--- config.mk ---
export PLATFORM = sky130hd
export DESIGN_NAME = iwfd_decoder
export DESIGN_NICKNAME = d
export VERILOG_FILES = /design/src/iwfd_pkg.sv /design/src/iwfd_logic_unit.sv /design/src/iwfd_decoder.sv
export SDC_FILE = /design/constraint.sdc
export NUM_CORES = 1
export LEC_CHECK = 0
export BUFFER_PORTS_ARGS = -buffer_cell sky130_fd_sc_hd__buf_4
export CAP_MARGIN = 0
export CORE_AREA = 2 2 248 250
export CTS_BUF_LIST = sky130_fd_sc_hd__clkbuf_2
export CTS_CLUSTER_DIAMETER = 100
export DETAILED_ROUTE_END_ITERATION = 8
export DIE_AREA = 0 0 250 252
export PLACE_DENSITY = 0.42
export REMOVE_ABC_BUFFERS = 1
export SYNTH_ARGS = -nofsm -noshare
export SYNTH_HDL_FRONTEND = slang
export SYNTH_SLANG_ARGS = --single-unit
--- constraint.sdc ---
create_clock -name sys_clk -period 6.9 [get_ports sys_clk]
set_input_delay 0.69 -clock sys_clk [delete_from_list [all_inputs] [get_ports sys_clk]]
set_output_delay 0.69 -clock sys_clk [all_outputs]
set_load 0.05 [all_outputs]
--- src/iwfd_pkg.sv ---
package iwfd_pkg;

  // Clock rate and the no-operation sequence length
  localparam int CLK_PERIOD_NS = 10;
  localparam int NOP_TIME_NS = 4000;
  localparam int NOP_CYCLES = NOP_TIME_NS / CLK_PERIOD_NS;

  // APB register byte offsets
  localparam logic [7:0] REG_CTRL = 8'h00;
  localparam logic [7:0] REG_PADDR = 8'h04;
  localparam logic [7:0] REG_BANKSEL = 8'h08;
  localparam logic [7:0] REG_INDEX = 8'h0c;
  localparam logic [7:0] REG_UACC = 8'h10;
  localparam logic [7:0] REG_LACC = 8'h14;
  localparam logic [7:0] REG_STATUS = 8'h18;
  localparam logic [7:0] REG_OPND = 8'h1c;
  localparam logic [7:0] REG_EADDR = 8'h20;
  localparam logic [7:0] REG_DWLO = 8'h24;
  localparam logic [7:0] REG_DWHI = 8'h28;
  localparam logic [7:0] REG_BUF0 = 8'h2c;
  localparam logic [7:0] REG_BUF1 = 8'h30;
  localparam logic [7:0] REG_LOGIC = 8'h34;
  localparam logic [7:0] REG_INSTR = 8'h38;

  // Field positions
  localparam int CTRL_GO_BIT = 0;
  localparam int CTRL_AUTOREC_BIT = 1;
  localparam int BANK_ACTIVE_BIT = 3;

  // Program address targets and steps
  localparam logic [14:0] FAULT_ADDR = 15'h0000;
  localparam logic [14:0] BOOT_ADDR = 15'h0080;
  localparam logic [14:0] INSTR_STEP = 15'h0001;
  localparam logic [14:0] BUF_SPAN = 15'h0003;
  localparam logic [14:0] BUF_W1_OFS = 15'h0002;

  // Major function codes
  localparam logic [5:0] OP_FMT2 = 6'h28;
  localparam logic [5:0] OP_LO_MIN = 6'h02;
  localparam logic [5:0] OP_LO_MAX = 6'h27;
  localparam logic [5:0] OP_HI_MIN = 6'h29;
  localparam logic [5:0] OP_HI_MAX = 6'h3e;
  localparam logic [5:0] OP_IDX_MAX = 6'h27;
  localparam logic [5:0] OP_DW_MIN = 6'h10;
  localparam logic [5:0] OP_DW_MAX = 6'h13;
  localparam logic [5:0] OP_CONST_SX = 6'h1e;
  localparam logic [5:0] OP_CONST_ZX = 6'h1f;
  localparam logic [5:0] OP_IRJP = 6'h18;
  localparam logic [5:0] OP_JP = 6'h1c;
  localparam logic [5:0] OP_IJP = 6'h2c;
  localparam logic [5:0] OP_JC_MIN = 6'h30;
  localparam logic [5:0] OP_OR = 6'h29;
  localparam logic [5:0] OP_AND = 6'h2a;
  localparam logic [5:0] OP_XOR = 6'h2b;

  // Minor function codes of the two-field format
  localparam logic [5:0] M_ILL_A = 6'h00;
  localparam logic [5:0] M_ILL_B = 6'h01;
  localparam logic [5:0] M_ILL_C = 6'h3f;
  localparam logic [5:0] M_NU_A_MIN = 6'h02;
  localparam logic [5:0] M_NU_A_MAX = 6'h08;
  localparam logic [5:0] M_NU_B = 6'h0c;
  localparam logic [5:0] M_NU_C = 6'h20;
  localparam logic [5:0] M_NU_D_MIN = 6'h34;
  localparam logic [5:0] M_NU_D_MAX = 6'h39;
  localparam logic [5:0] M_NU_E_MIN = 6'h3c;
  localparam logic [5:0] M_NU_E_MAX = 6'h3e;
  localparam logic [5:0] M_BUF_MIN = 6'h09;
  localparam logic [5:0] M_BUF_MAX = 6'h0b;

  typedef enum logic [3:0] {
    ST_IDLE = 4'h0,
    ST_IFETCH = 4'h1,
    ST_DECODE = 4'h2,
    ST_OPLO = 4'h3,
    ST_OPHI = 4'h4,
    ST_BUF0 = 4'h5,
    ST_BUF1 = 4'h6,
    ST_NOP = 4'h7,
    ST_DONE = 4'h8
  } iwfd_state_t;

  typedef enum logic [1:0] {
    LOP_AND = 2'h0,
    LOP_OR = 2'h1,
    LOP_XOR = 2'h2,
    LOP_CPL = 2'h3
  } iwfd_lop_t;

  typedef struct packed {
    logic legal;
    logic fmt2;
    logic useConst;
    logic signExt;
    logic indexed;
    logic dblWord;
    logic eligible;
  } iwfd_cls_t;

  typedef struct packed {
    logic fmt2;
    logic illegal;
    logic unused;
    logic bufStart;
    logic useConst;
    logic indexed;
    logic dblWord;
    logic bankUsed;
    logic [6:0] fnCode;
    logic [5:0] minor;
    logic [5:0] sel;
    logic [17:0] operand;
    logic [14:0] addr;
  } iwfd_dec_t;

  typedef struct packed {
    logic psel;
    logic penable;
    logic pwrite;
    logic [7:0] paddr;
    logic [31:0] pwdata;
  } iwfd_apb_req_t;

  typedef struct packed {
    logic [31:0] prdata;
    logic pready;
    logic pslverr;
  } iwfd_apb_rsp_t;

  typedef struct packed {
    logic memRdReq;
    logic [14:0] memAddr;
  } iwfd_mem_req_t;

  typedef struct packed {
    iwfd_state_t state;
    logic [17:0] instr;
    logic [14:0] pAddr;
    logic [3:0] bankSel;
    logic autoRec;
    logic [17:0] index;
    logic [17:0] upperAcc;
    logic [17:0] lowerAcc;
    iwfd_dec_t dec;
    logic decValid;
    logic busy;
    logic [17:0] dwLo;
    logic [17:0] dwHi;
    logic [17:0] buf0;
    logic [17:0] buf1;
    logic [17:0] logicRes;
    logic [15:0] nopCnt;
    iwfd_mem_req_t memReq;
    logic [31:0] prdata;
    logic pready;
    logic pslverr;
  } iwfd_regs_t;

  localparam iwfd_regs_t REGS_RESET = '0;

endpackage

--- src/iwfd_logic_unit.sv ---
`timescale 1ns/1ps
module iwfd_logic_unit
  import iwfd_pkg::*;
(
  input wire logic [17:0] opA, // Accumulator side
  input wire logic [17:0] opB, // Operand side
  input wire iwfd_lop_t op, // Operator select
  output logic [17:0] res // Bitwise result
);

  // Bitwise operators and one's complement
  always_comb begin
    case (op)
      LOP_AND: res = opA & opB;
      LOP_OR: res = opA | opB;
      LOP_XOR: res = opA ^ opB;
      default: res = ~opB;
    endcase
  end

endmodule

--- src/iwfd_decoder.sv ---
`timescale 1ns/1ps
// Functional notes
// - Opcode is the top six bits, operand field the low twelve.
// - Opcodes 02-47 and 51-76 octal are valid single-field codes.
// - Constant operand uses no memory access; field widened to 18 bits.
// - Address operand field gives low 12 bits of a 15-bit address.
// - Program-relative address takes bank from top three program address bits.
// - Bank-register address takes bank from the bank select register.
// - Eligible codes use bank-register address while bank select is active.
// - Opcode 50 octal is always the two-field format.
// - Two-field: sub-opcode six bits, selector six bits; no memory access except buffer start.
// - Buffer start fetches two control words from the next two cells.
// - Upper and lower accumulators, 18 bits each, link into 36 bits.
// - Index value is the active 18-bit index register contents.
// - Decoded opcode is held in a seven-bit function register.
// - Double word: higher address holds the upper half.
// - Logic unit does AND, OR, XOR and one's complement bitwise.
// - Address from an operand keeps only its low 15 bits.
// - Sign extension copies bit 11 into the upper six bits.
// - Illegal codes jump to fault or bootstrap entry per auto-recovery.
// - Unused codes idle four microseconds, then proceed.
module iwfd_decoder
  import iwfd_pkg::*;
#(
  parameter int NopCycles = NOP_CYCLES // Length of the no-operation sequence
) (
  input wire logic sys_clk, // System clock
  input wire logic reset, // Synchronous reset
  input wire iwfd_apb_req_t apbReq, // APB request
  output iwfd_apb_rsp_t apbRsp, // APB response
  output iwfd_mem_req_t memReq, // Core memory read request
  input wire logic memRdValid, // Core memory read data valid
  input wire logic [17:0] memRdData, // Core memory read data
  output iwfd_dec_t dec, // Decoded instruction
  output logic decValid, // Decoded instruction strobe
  output logic [35:0] accLinked, // Linked accumulator pair
  output logic busy // Decode sequence running
);

  iwfd_regs_t s_q;
  iwfd_regs_t s_d;
  iwfd_lop_t lopSel;
  logic [17:0] lopB;
  logic [17:0] lopRes;

  // Opcode classes of the single-field format
  function automatic iwfd_cls_t classify(input logic [5:0] f);
    iwfd_cls_t c;
    logic jump;
    c = '0;
    jump = (f == OP_IRJP) || (f == 6'(OP_IRJP + 6'h01)) || (f == OP_JP) ||
      (f == 6'(OP_JP + 6'h01)) || (f == OP_IJP) || (f == 6'(OP_IJP + 6'h01)) ||
      (f >= OP_JC_MIN && f <= OP_HI_MAX);
    c.fmt2 = (f == OP_FMT2);
    c.legal = (f >= OP_LO_MIN && f <= OP_LO_MAX) || (f >= OP_HI_MIN && f <= OP_HI_MAX);
    c.useConst = (f == OP_CONST_SX) || (f == OP_CONST_ZX);
    c.signExt = (f == OP_CONST_SX);
    c.indexed = f[0] && (f <= OP_IDX_MAX);
    c.dblWord = (f >= OP_DW_MIN) && (f <= OP_DW_MAX);
    c.eligible = c.legal && !c.useConst && !jump;
    return c;
  endfunction

  // Unused minor codes of the two-field format
  function automatic logic minorUnused(input logic [5:0] m);
    return (m >= M_NU_A_MIN && m <= M_NU_A_MAX) || (m == M_NU_B) || (m == M_NU_C) ||
      (m >= M_NU_D_MIN && m <= M_NU_D_MAX) || (m >= M_NU_E_MIN && m <= M_NU_E_MAX);
  endfunction

  // Mapped offsets are the aligned words up to the last register
  function automatic logic regHit(input logic [7:0] a);
    return (a <= REG_INSTR) && (a[1:0] == 2'h0);
  endfunction

  // Register read multiplexer
  function automatic logic [31:0] readReg(input iwfd_regs_t r, input logic [7:0] a);
    logic [31:0] v;
    v = '0;
    if (a == REG_CTRL) begin
      v[CTRL_AUTOREC_BIT] = r.autoRec;
    end else if (a == REG_PADDR) begin
      v[14:0] = r.pAddr;
    end else if (a == REG_BANKSEL) begin
      v[3:0] = r.bankSel;
    end else if (a == REG_INDEX) begin
      v[17:0] = r.index;
    end else if (a == REG_UACC) begin
      v[17:0] = r.upperAcc;
    end else if (a == REG_LACC) begin
      v[17:0] = r.lowerAcc;
    end else if (a == REG_STATUS) begin
      v = {4'h0, r.dec.sel, r.dec.minor, 1'b0, r.dec.fnCode, 2'h0, r.dec.bankUsed,
        r.dec.bufStart, r.dec.unused, r.dec.fmt2, r.dec.illegal, r.busy};
    end else if (a == REG_OPND) begin
      v[17:0] = r.dec.operand;
    end else if (a == REG_EADDR) begin
      v[14:0] = r.dec.addr;
    end else if (a == REG_DWLO) begin
      v[17:0] = r.dwLo;
    end else if (a == REG_DWHI) begin
      v[17:0] = r.dwHi;
    end else if (a == REG_BUF0) begin
      v[17:0] = r.buf0;
    end else if (a == REG_BUF1) begin
      v[17:0] = r.buf1;
    end else if (a == REG_LOGIC) begin
      v[17:0] = r.logicRes;
    end else if (a == REG_INSTR) begin
      v[17:0] = r.instr;
    end
    return v;
  endfunction

  // Operator select and operand for the logic unit
  always_comb begin
    if (s_q.dec.fnCode == {1'b0, OP_AND}) begin
      lopSel = LOP_AND;
    end else if (s_q.dec.fnCode == {1'b0, OP_OR}) begin
      lopSel = LOP_OR;
    end else if (s_q.dec.fnCode == {1'b0, OP_XOR}) begin
      lopSel = LOP_XOR;
    end else begin
      lopSel = LOP_CPL;
    end
    lopB = s_q.dec.useConst ? s_q.dec.operand : s_q.dwLo;
  end

  iwfd_logic_unit u_lop (
    .opA(s_q.lowerAcc),
    .opB(lopB),
    .op(lopSel),
    .res(lopRes)
  );

  // Next state: register bus, then decode sequencer
  always_comb begin
    iwfd_cls_t c;
    logic [11:0] u;
    logic [17:0] cval;
    logic [14:0] base;
    logic [14:0] yAddr;
    logic wrEn;
    logic goReq;
    c = classify(s_q.instr[17:12]);
    u = s_q.instr[11:0];
    cval = c.signExt ? {{6{u[11]}}, u} : {6'h00, u};
    base = (c.eligible && s_q.bankSel[BANK_ACTIVE_BIT]) ?
      {s_q.bankSel[2:0], u} : {s_q.pAddr[14:12], u};
    yAddr = c.indexed ? 15'(base + s_q.index[14:0]) : base;
    s_d = s_q;
    goReq = 1'b0;
    wrEn = apbReq.psel && apbReq.penable && apbReq.pwrite && s_q.pready && !s_q.pslverr;
    // APB slave: answer in the first access cycle
    s_d.pready = apbReq.psel && !apbReq.penable;
    s_d.pslverr = s_d.pready && !regHit(apbReq.paddr);
    s_d.prdata = s_d.pready ? readReg(s_q, apbReq.paddr) : '0;
    if (wrEn) begin
      if (apbReq.paddr == REG_CTRL) begin
        s_d.autoRec = apbReq.pwdata[CTRL_AUTOREC_BIT];
        goReq = apbReq.pwdata[CTRL_GO_BIT];
      end else if (apbReq.paddr == REG_PADDR) begin
        s_d.pAddr = apbReq.pwdata[14:0];
      end else if (apbReq.paddr == REG_BANKSEL) begin
        s_d.bankSel = apbReq.pwdata[3:0];
      end else if (apbReq.paddr == REG_INDEX) begin
        s_d.index = apbReq.pwdata[17:0];
      end else if (apbReq.paddr == REG_UACC) begin
        s_d.upperAcc = apbReq.pwdata[17:0];
      end else if (apbReq.paddr == REG_LACC) begin
        s_d.lowerAcc = apbReq.pwdata[17:0];
      end
    end
    // Decode sequencer
    case (s_q.state)
      ST_IDLE: begin
        if (goReq) begin
          s_d.busy = 1'b1;
          s_d.memReq = '{memRdReq: 1'b1, memAddr: s_q.pAddr};
          s_d.state = ST_IFETCH;
        end
      end
      ST_IFETCH: begin
        if (memRdValid) begin
          s_d.instr = memRdData;
          s_d.memReq.memRdReq = 1'b0;
          s_d.state = ST_DECODE;
        end
      end
      ST_DECODE: begin
        s_d.dec = '0;
        s_d.dec.fmt2 = c.fmt2;
        if (c.fmt2) begin
          s_d.dec.fnCode = {1'b1, u[11:6]};
          s_d.dec.minor = u[11:6];
          s_d.dec.sel = u[5:0];
          s_d.dec.illegal = (u[11:6] == M_ILL_A) || (u[11:6] == M_ILL_B) ||
            (u[11:6] == M_ILL_C);
          s_d.dec.unused = minorUnused(u[11:6]);
          s_d.dec.bufStart = (u[11:6] >= M_BUF_MIN) && (u[11:6] <= M_BUF_MAX);
          s_d.dec.operand = {12'h000, u[5:0]};
        end else begin
          s_d.dec.fnCode = {1'b0, s_q.instr[17:12]};
          s_d.dec.illegal = !c.legal;
          s_d.dec.useConst = c.useConst;
          s_d.dec.indexed = c.indexed;
          s_d.dec.dblWord = c.dblWord;
          s_d.dec.bankUsed = c.eligible && s_q.bankSel[BANK_ACTIVE_BIT];
          s_d.dec.operand = c.useConst ?
            (c.indexed ? 18'(cval + s_q.index) : cval) : {3'h0, yAddr};
          s_d.dec.addr = c.useConst ? 15'h0000 : yAddr;
        end
        if (s_d.dec.illegal) begin
          s_d.state = ST_DONE;
        end else if (s_d.dec.unused) begin
          s_d.nopCnt = '0;
          s_d.state = ST_NOP;
        end else if (s_d.dec.bufStart) begin
          s_d.memReq = '{memRdReq: 1'b1, memAddr: 15'(s_q.pAddr + INSTR_STEP)};
          s_d.state = ST_BUF0;
        end else if (!c.fmt2 && !c.useConst) begin
          s_d.memReq = '{memRdReq: 1'b1, memAddr: yAddr};
          s_d.state = ST_OPLO;
        end else begin
          s_d.state = ST_DONE;
        end
      end
      ST_OPLO: begin
        if (memRdValid) begin
          s_d.dwLo = memRdData;
          if (s_q.dec.dblWord) begin
            s_d.memReq.memAddr = 15'(s_q.dec.addr + INSTR_STEP);
            s_d.state = ST_OPHI;
          end else begin
            s_d.memReq.memRdReq = 1'b0;
            s_d.state = ST_DONE;
          end
        end
      end
      ST_OPHI: begin
        if (memRdValid) begin
          s_d.dwHi = memRdData;
          s_d.memReq.memRdReq = 1'b0;
          s_d.state = ST_DONE;
        end
      end
      ST_BUF0: begin
        if (memRdValid) begin
          s_d.buf0 = memRdData;
          s_d.memReq.memAddr = 15'(s_q.pAddr + BUF_W1_OFS);
          s_d.state = ST_BUF1;
        end
      end
      ST_BUF1: begin
        if (memRdValid) begin
          s_d.buf1 = memRdData;
          s_d.memReq.memRdReq = 1'b0;
          s_d.state = ST_DONE;
        end
      end
      ST_NOP: begin
        s_d.nopCnt = 16'(s_q.nopCnt + 16'h0001);
        if (s_q.nopCnt == 16'(NopCycles - 1)) begin
          s_d.state = ST_DONE;
        end
      end
      ST_DONE: begin
        s_d.logicRes = lopRes;
        if (s_q.dec.illegal) begin
          s_d.pAddr = s_q.autoRec ? BOOT_ADDR : FAULT_ADDR;
        end else begin
          s_d.pAddr = 15'(s_q.pAddr + (s_q.dec.bufStart ? BUF_SPAN : INSTR_STEP));
        end
        s_d.busy = 1'b0;
        s_d.state = ST_IDLE;
      end
      default: begin
        s_d.state = ST_IDLE;
      end
    endcase
    s_d.decValid = (s_d.state == ST_DONE) && (s_q.state != ST_DONE);
  end

  // State register
  always_ff @(posedge sys_clk) begin
    if (reset) begin
      s_q <= REGS_RESET;
    end else begin
      s_q <= s_d;
    end
  end

  // Outputs straight from the state register
  assign apbRsp = '{prdata: s_q.prdata, pready: s_q.pready, pslverr: s_q.pslverr};
  assign memReq = s_q.memReq;
  assign dec = s_q.dec;
  assign decValid = s_q.decValid;
  assign accLinked = {s_q.upperAcc, s_q.lowerAcc};
  assign busy = s_q.busy;
endmodule

; ---- Yosys cells after proc, flatten, opt, wreduce, memory -nomap -nowiden
; Index checks and enable logic that the tools add are counted.
[classes]
n_eq_ne = 54
magnitude_cmp = 16
n_mux = 88
n_addsub = 7
n_reduce_logical = 75
bitwise = 11
[ops]
columns = cell, n
row1 = two-way mux 18 bit, 23
row2 = two-way mux 15 bit, 11
row3 = two-way mux 54 bit, 3
row4 = two-way mux 16 bit, 6
row5 = two-way mux 74 bit, 1
row6 = one-hot mux 15 bit (4 select lines), 1
row7 = equality test 8 x 6 -> 1 bit (second input constant), 7
row8 = two-way mux 4 bit, 14
row9 = one-hot mux 18 bit (3 select lines), 1
row10 = equality test 6 x 5 -> 1 bit (second input constant), 6
row11 = two-way mux 36 bit, 1
row12 = equality test 8 x 5 -> 1 bit (second input constant), 4
row13 = two-way mux 32 bit, 1
row14 = one-hot mux 16 bit (2 select lines), 1
row15 = adder 15 x 1 -> 15 bit (second input constant), 2
row16 = equality test 6 bit (second input constant), 5
row17 = one-hot mux 4 bit (7 select lines), 1
row18 = >= comparator 6 bit (second input constant), 4
row19 = <= comparator 6 bit (second input constant), 4
row20 = two-way mux 22 bit, 1
row21 = equality test 7 x 6 -> 1 bit (second input constant), 3
row22 = logical AND 1 bit, 21
row23 = two-way mux 19 bit, 1
row24 = adder 18 bit, 1
row25 = 59 further kinds, 128
[totals]
inputBits = 64
output_inout_bits = 148
elab_cells = 289
ff_bits = 314

; ---- Logic depth before layout (Yosys ltp)
; Gate-level depths: netlist of the first run.
[depth]
ltp_word = 19
depth_mapped = 14
depth_no_buf = 12

; ---- Hierarchy
; A second synthesis of the first run with hierarchy kept.
[unflattened]
hier_cells = 2319
hier_area_um2 = 17734.5
[modules_own_cells]
columns = mod, cells_each, n_inst, seq_area_each_um2, area_per_inst_um2
row1 = iwfd_decoder, 2207, 1, 6185.9, 16579.7
row2 = iwfd_logic_unit, 112, 1, 0.0, 1154.9

; ---- Worst setup path after synthesis of the first run
; No wires, ideal clock.
[synth_path]
path_type = reg-to-reg
start = register s_q[305] (netlist bit)
end = register s_q, in the netlist dec[14]
path_stages_with_launch = 14
required_ns = 6.769
setup_ns = 0.131
synth_period_minus_slack_ns = 3.067
path_buffers = 1
arrival_ns = 2.936
setup_slack_ns = 3.833
cell_sequence = dfxtp_1 -> nor3_4 -> and3_1 -> buf_6 -> nor4_4 -> mux2_2 -> ha_1 -> inv_1 -> nor3b_1 -> a2111oi_0 -> nand3_1 -> and3_1 -> o211ai_1 -> o21ai_0
[synth_via]
elab_chain_cells = 15
elab_cells_between_ends = 36
classes_between = add/sub (1) / order compare (5) / eq/ne (9) / mux (4) / reduce/logical (17)
[synth_rtl]
columns = item, line
row1 = start: declaration, iwfd_decoder.sv:40  ; iwfd_regs_t s_q;
row2 = start signal: assignment, iwfd_decoder.sv:286  ; s_q <= REGS_RESET;
row3 = start signal: assignment, iwfd_decoder.sv:288  ; s_q <= s_d;
row4 = branches (longest 14 deep; another with adder 15 bit), -
row5 = two-way mux 15 bit *, iwfd_decoder.sv:192  ; if (c.fmt2) begin
; Mark *: on every way between the ends.
; A chain may end at the register's enable or synchronous reset.

; ---- Worst setup path after layout of the first run
[layout_path]
start = register s_q[308] (netlist bit)
end = register s_q, in the netlist memReq[14]
[layout_via]
elab_chain_cells = 18
elab_cells_between_ends = 50
classes_between = add/sub (1) / order compare (5) / eq/ne (12) / mux (11) / reduce/logical (21)
[layout_rtl]
columns = item
row1 = branches (longest 18 deep; another with adder 15 bit)
; Parallel ways; which one is timed is not known. The select of a mux whose other input is x is not followed.

==> metrics.yaml, run 1 <==
routing:
  first_pass_iters: 6
  routed_wl_um: 80100
  wl_per_cell_um: 24.7
  vias_per_cell: 5.45
  drc_errors: 0
  drt_iter0_markers: 1654
  vias: 17700
  ant_nets: 0
power_and_ir_drop:
  sequentialPowerShare_pct: 53.9
  p_sw_uw: 936
  combPwrFrac_pct: 4.3
  cellInternalPower_uw: 2370
  p_leak_uw: 0.00747
  p_total_uw: 3310
  p_per_area_nw_per_um2: 164
  swShare_pct: 28.3
  clock_power_share_pct: 41.8
  vdd_drop_max_mv: 0.0983
synthesis:
  synth_area_per_cell_um2: 7.72
  ys.flop_type: "dfxtp_1"
  ys_seq_area_share_pct: 34.6
  yosysTopAreaCell: "dfxtp_1"
  syn_inst: 2320
  synth.distinct_cells: 88
  synthTopCellsByArea: "dfxtp_1, nand2_1, a21oi_1"
  ys_seq_elements: 309
  async_flop_share_pct: 0
  yosysMostFrequentCell: "nand2_1"
  synthTopCellsByCount: "nand2_1, dfxtp_1, a21oi_1"
  netlist_area_um2: 17900
  synth-edff-count: 0
  ys_warn_count: 0
  synth_top_area_share_pct: 34.6
sta:
  drv_slew: 0
  tightest_slew_ns: 1.18
  setup_viol: 0
  fin_setup_tns_ns: 0
  finalHoldViolCount: 0
  fin_crit_sh_pct: 60.8
  max_freq_mhz: 238
  rsz0062_at_grt: "no"
  fin_crit_ns: 4.19
  relSlewSlack_pct: 20.9
  clock_skew_ns: 0.0633
status:
  status: "finished clean"
placement:
  hpwl_um: 58700
  gp_congestion: 0.888
  io_buffers: 193
  place_inst: 3045
floorplan:
  die_w_um: 250
  ios: 212
  core-area_um2: 60100
  die_h_um: 252
  die_area_um2: 63000
  start_util_pct: 29.8
  rows: 90
worst_setup_path:
  crit_start: "s_q[308]"
  arrival_ns: 5.10
  critical_path_class: "reg2reg"
  r2r-end: "memReq[14]"
  cp-endpoint: "memReq[14]"
  reg2reg_depth: 13
  reg2reg_setup_slack_ns: 2.71
  crit_path_end_kind: "flip-flop"
  worstReg2RegStart: "s_q[308]"
  cp_max_fo: 29
  startpoint_type: "flip-flop"
  required_ns: 7.81
global_routing:
  grt_util_all_layers_pct: 24.7
  grt_start_max_net_pins: 99
  grt.overflow.total: 0
  grt_pass1_wl_um: 114000
  antenna_found_initial: 3
  grt_pass1_vias: 16700
clocking:
  clk_pin_slew_worst_paths_ns: 0.11
  tritoncts: "done"
  clockBufferDepth: 3
  clock-sinks: 309
  htree_levels: 3
  cts_resized: 0
  insertion_delay_ns: 1.09
  clockRootBuffer: "clkbuf_2"
  numCtsBuffers: 92
cells_and_area:
  syn2layout_area_growth_pct: 12.5
  instances_no_fill: 3242
  layout-drive-gt1-share_pct: 17.5
  final_nets: 2523
min_path:
  hold_class: "in2reg"
flow_run:
  cap_viol_max_count: 0
-- placed cells by master (no fill, tap or decap), types with 24 or more instances in the layout --
| cell type | instances |
|---|---|
| a222oi_1 | 27 |
| and3_1 | 24 |
| inv_1 | 70 |
| clkbuf_2 | 133 |
| nand3_1 | 51 |
| nor2_1 | 154 |
| a22oi_1 | 59 |
| dfxtp_1 | 309 |
| a21oi_1 | 255 |
| ha_1 | 60 |
| xnor2_1 | 35 |
| nor3_1 | 31 |
| mux2i_1 | 33 |
| dlygate4sd3_1 | 40 |
| nand2_1 | 452 |
| o21ai_0 | 91 |
| buf_4 | 229 |
-- cell type report --
class                      instances  area, µm²
timing repair buffer             270       2130
antenna                            2       5.00
inverter                          70        263
fill                            6564      40000
multi-input combinational       1654       9790
clock buffer                     133        666
clock inverter                    22        113
tap                              782        978
sequential                       309       6190
-- power groups by stage --
stage	Clock (µW)	Sequential (µW)	Combinational, µW
detailed placement	0	1820	124
global placement	0	1820	124
CTS	1450	1780	143
finish	1380	1780	144
global route	1540	1780	152
floorplan	0	1830	27.8
-- flip-flops by register name, indices dropped and copies added, names as in the netlist --
name,flops
s_q,166
dec,59
busy,1
accLinked,36
decValid,1
memReq,16
apbRsp,30
-- through the flow --
| stage | worst slack (ns) | hold WS [ns] | utilization, % | area, µm² |
|---|---|---|---|---|
| finish | 2.71 | 0.256 | 33.5 | 20100 |
| global route | 2.50 | 0.195 | 33.5 | 20100 |
| CTS | 2.73 | 0.0681 | 33.5 | 20100 |
| detailed placement | 2.81 | 0.445 | 31.5 | 19000 |
| global placement | 2.76 | 0.442 | 31.5 | 19000 |
| floorplan | 3.30 | 0.425 | - | 16200 |
-- worst min path at each step --
stage / startpoint / to / slack, ns / cells past startpoint
finish: reset / s_q[269] / 0.26 / 2
global placement: s_q[113] / s_q[113] / 0.44 / 2
detailed placement: s_q[116] / s_q[116] / 0.45 / 2
floorplan: s_q[111] / s_q[111] / 0.43 / 2
global route: apbReq[41] / apbRsp[3] / 0.19 / 3
CTS: reset / dec[3] / 0.07 / 2
-- logic make-up (layout without fill, tap and decap cells) --
kind of cell | after synthesis | after routing | share of synthesized area (%)
simple gates | 850 | 850 | 21.5
compound gates | 629 | 629 | 22.6
buf+inv | 360 | 495 | 11.0
flops | 309 | 309 | 34.6
fa+ha+maj | 62 | 62 | 4.42
xor+xnor | 55 | 55 | 2.69
mux | 54 | 54 | 3.19
other cells | 1 | 6 | 0.0209
-- worst max-delay path: stages, from the launching register on --
cell and delay (ns):
dfxtp_1 0.62, nor3_4 0.12, and3_1 0.19, buf_4 0.26, nor4_4 0.58, mux2_2 0.44
ha_1 0.30, inv_1 0.11, nor3b_1 0.06, a2111oi_0 0.36, nand3_1 0.32, mux2i_1 0.20
o21ai_0 0.31, a31oi_1 0.14
-- routing by layer --
metal	part of all wire, %	track usage (%)	wire (µm)
met3	6.8	4.61	5480
met5	0.027	0	22
met4	3.3	9.48	2650
met1	45	33.2	35900
met2	45	39.2	36000
-- what timing repair did --
action / in CTS / in global routing
hold buffers: 40 / 0
buffers inserted: 0 / 0
endpoints found under the hold margin: 166 / 0
No activity file was read; power rests on OpenSTA's default activity.
==> run 2, diff against run 1 <==
- ABC_AREA: default -> 1
- CORE_AREA: 2 2 248 250 -> 2 2 254 256
- DIE_AREA: 0 0 250 252 -> 0 0 256 258
- PLACE_DENSITY: 0.42 -> 0.44
- clock period: 6.9 -> 3.5 ns (I/O delays scaled with it)
==> run 2 against run 1 <==
- synthesized cell count is 21% higher
- area after synthesis is 5.3% higher
- combinational power is 140% higher
- hold slack worse by 0.23 ns
- sequential share of layout area is 2.8 points lower
- sequential cell count stayed put
- critical path type unchanged
- fmax is 29% higher
==> metrics.yaml, run 2 <==
synthesis:
  synthTopCellsByCount: "nand2_1, a21oi_1, dfxtp_1"
  yosysTopAreaCell: "dfxtp_1"
  ys_seq_area_share_pct: 32.8
  synth.distinct_cells: 62
  syn_inst: 2818
  yosysMostFrequentCell: "nand2_1"
  synth-edff-count: 0
  synth_area_per_cell_um2: 6.69
  synth_top_area_share_pct: 32.8
  async_flop_share_pct: 0
  ys.flop_type: "dfxtp_1"
  synthTopCellsByArea: "dfxtp_1, nand2_1, a21oi_1"
  ys_warn_count: 0
  ys_seq_elements: 309
  netlist_area_um2: 18900
power_and_ir_drop:
  vdd_drop_max_mv: 0.151
  clock_power_share_pct: 43.8
  p_per_area_nw_per_um2: 309
  p_leak_uw: 0.00905
  cellInternalPower_uw: 4860
  p_sw_uw: 2000
  sequentialPowerShare_pct: 51.2
  combPwrFrac_pct: 5.0
  swShare_pct: 29.2
sta:
  whs_ns: 0.0309
  fin_setup_tns_ns: 0
  clock_skew_ns: 0.0924
  tightest_slew_ns: 1.28
  fin_crit_ns: 3.25
  drv_slew: 0
  max_freq_mhz: 308
  finalHoldViolCount: 0
  rsz0062_at_grt: "no"
  relSlewSlack_pct: 13.9
  setup_viol: 0
  fin_crit_sh_pct: 92.8
worst_setup_path:
  arrival_ns: 4.17
  crit_chain: "inv_2 -> nor2_1 -> nand2_1 -> nand2_1 -> nor2_2 -> nand4_1 -> and2_1 -> ha_1 -> a21oi_1 -> nand2_1 -> a21oi_1 -> nand3_1 -> nand2_1 -> nor2_1 -> nand2_1 -> nand3_1 -> nand2_1 -> nand2_1 -> nand2_1 -> a21oi_2"
  reg2reg_depth: 20
  slowest_stage: "dfxtp_1"
  crit_path_end_kind: "flip-flop"
  required_ns: 4.42
  slowest_delay_ns: 0.39
  cp_max_fo: 6
  critical_path_class: "reg2reg"
  cp_common_cell: "nand2_1"
  startpoint_type: "flip-flop"
routing:
  ant_nets: 0
  vias_per_cell: 5.07
  first_pass_iters: 8
  drc_errors: 0
  drt_iter0_markers: 1730
  routed_wl_um: 86400
  wl_per_cell_um: 22.0
  vias: 20000
global_routing:
  antenna_found_initial: 3
  grt.overflow.total: 0
  grt_util_all_layers_pct: 25.6
  grt_pass1_wl_um: 126000
  grt_start_max_net_pins: 58
  grt_pass1_vias: 18800
flow_run:
  cap_viol_max_count: 0
clocking:
  clock-sinks: 309
  insertion_delay_ns: 1.14
  tritoncts: "done"
  clk_pin_slew_worst_paths_ns: 0.12
  clockRootBuffer: "clkbuf_2"
  clockBufferDepth: 3
  numCtsBuffers: 92
  htree_levels: 3
cells_and_area:
  top_register: "s_q"
  fill_cells: 7071
  final_nets: 3135
  syn2layout_area_growth_pct: 17.7
  largest_reg_flops: 166
  layout-drive-gt1-share_pct: 16.2
  mostFrequentLayoutCells: "nand2_1, a21oi_1, dfxtp_1"
  final_common_cell: "nand2_1"
status:
  status: "finished clean"
floorplan:
  die_w_um: 256
  rows: 93
  die_h_um: 258
  core-area_um2: 63600
  ios: 212
  die_area_um2: 66000
  start_util_pct: 29.6
placement:
  hpwl_um: 65500
  gp_congestion: 0.941
  io_buffers: 193
min_path:
  hold_depth: 5
  hold_class: "in2reg"
[run 2: cell types whose count changed after synthesis, sizes merged, moves of 27 or more]
cell	change
a21oi	+97
mux2i	-33
inv	+256
xnor2	-27
nand2	+147
nor2	+60
o21ai	+179
nand3	+105
a222oi	-27
a22oi	-54
[run 2: per-layer routing]
| metal | global-route usage [%] | routed length (µm) |
|---|---|---|
| met3 | 3.29 | 4870 |
| met2 | 41.6 | 39500 |
| met1 | 35.2 | 39800 |
| met4 | 7.85 | 2250 |
| met5 | 0 | 0 |
[run 2: worst paths after layout]
path | from | to | slack [ns]
max | s_q[308] | memReq[14] | 0.25
min | apbReq[36] | s_q[276] | 0.03
max reg2reg | s_q[308] | memReq[14] | 0.25
min reg2reg | s_q[132] | s_q[132] | 0.45
[run 2: final cells by class]
type | instances | area [µm²] | share of cell area [%]
well taps | 855 | 1070 | 4.82
repair buffers | 365 | 2990 | 13.5
diodes | 5 | 12.5 | 0.0564
inverters | 329 | 1240 | 5.59
clock inverters | 36 | 241 | 1.09
flip-flops and latches | 309 | 6190 | 27.9
multi-input cells | 1912 | 9820 | 44.2
clock buffers | 126 | 631 | 2.84
[run 2: critical path: cells and delay by family (launching register included)]
| kind | cells | cell delay (ns) |
|---|---|---|
| simple gates | 15 | 1.77 |
| buf+inv | 1 | 0.11 |
| compound gates | 3 | 0.44 |
| flops | 1 | 0.39 |
| fa+ha+maj | 1 | 0.33 |
[run 2: stage by stage]
stage / total power (µW) / area, µm² / std cells / setup WS [ns] / utilization [%]
after global placement: 3860 / 20300 / 3675 / 0.277 / 32.0
final: 6860 / 22200 / 3937 / 0.252 / 34.9
after CTS: 6980 / 22200 / 3933 / 0.00764 / 34.8
after detailed placement: 3860 / 20300 / 3675 / 0.253 / 32.0
after floorplan: 3680 / 17200 / 2550 / 0.273 / -
after global routing: 7190 / 22200 / 3937 / 0.00352 / 34.9
[run 2: power groups by stage]
stage | clock network [µW] | registers, µW | logic (µW)
final | 3010 | 3520 | 342
after detailed placement | 0 | 3600 | 262
after global routing | 3310 | 3520 | 365
after global placement | 0 | 3600 | 260
after floorplan | 0 | 3600 | 78.1
after CTS | 3120 | 3520 | 343
[run 2: what timing repair did]
action | CTS | global route
hold endpoints to repair | 211 | 0
resized for setup | 0 | 5
setup endpoints to repair | 0 | 22
buffers inserted | 0 | 0
hold buffers | 96 | 0
[run 2: cell families (layout without fill, tap and decap cells)]
kind of cell | Yosys count | count (layout) | share of synthesized area [%]
AND/OR/NAND/NOR | 1077 | 1077 | 25.2
other | 1 | 9 | 0.0199
XOR/XNOR | 31 | 31 | 1.44
AO/OA/AOI/OAI | 738 | 738 | 21.1
buffers and inverters | 600 | 856 | 15.3
adder cells (fa/ha/maj) | 62 | 62 | 4.19
flip-flops | 309 | 309 | 32.8
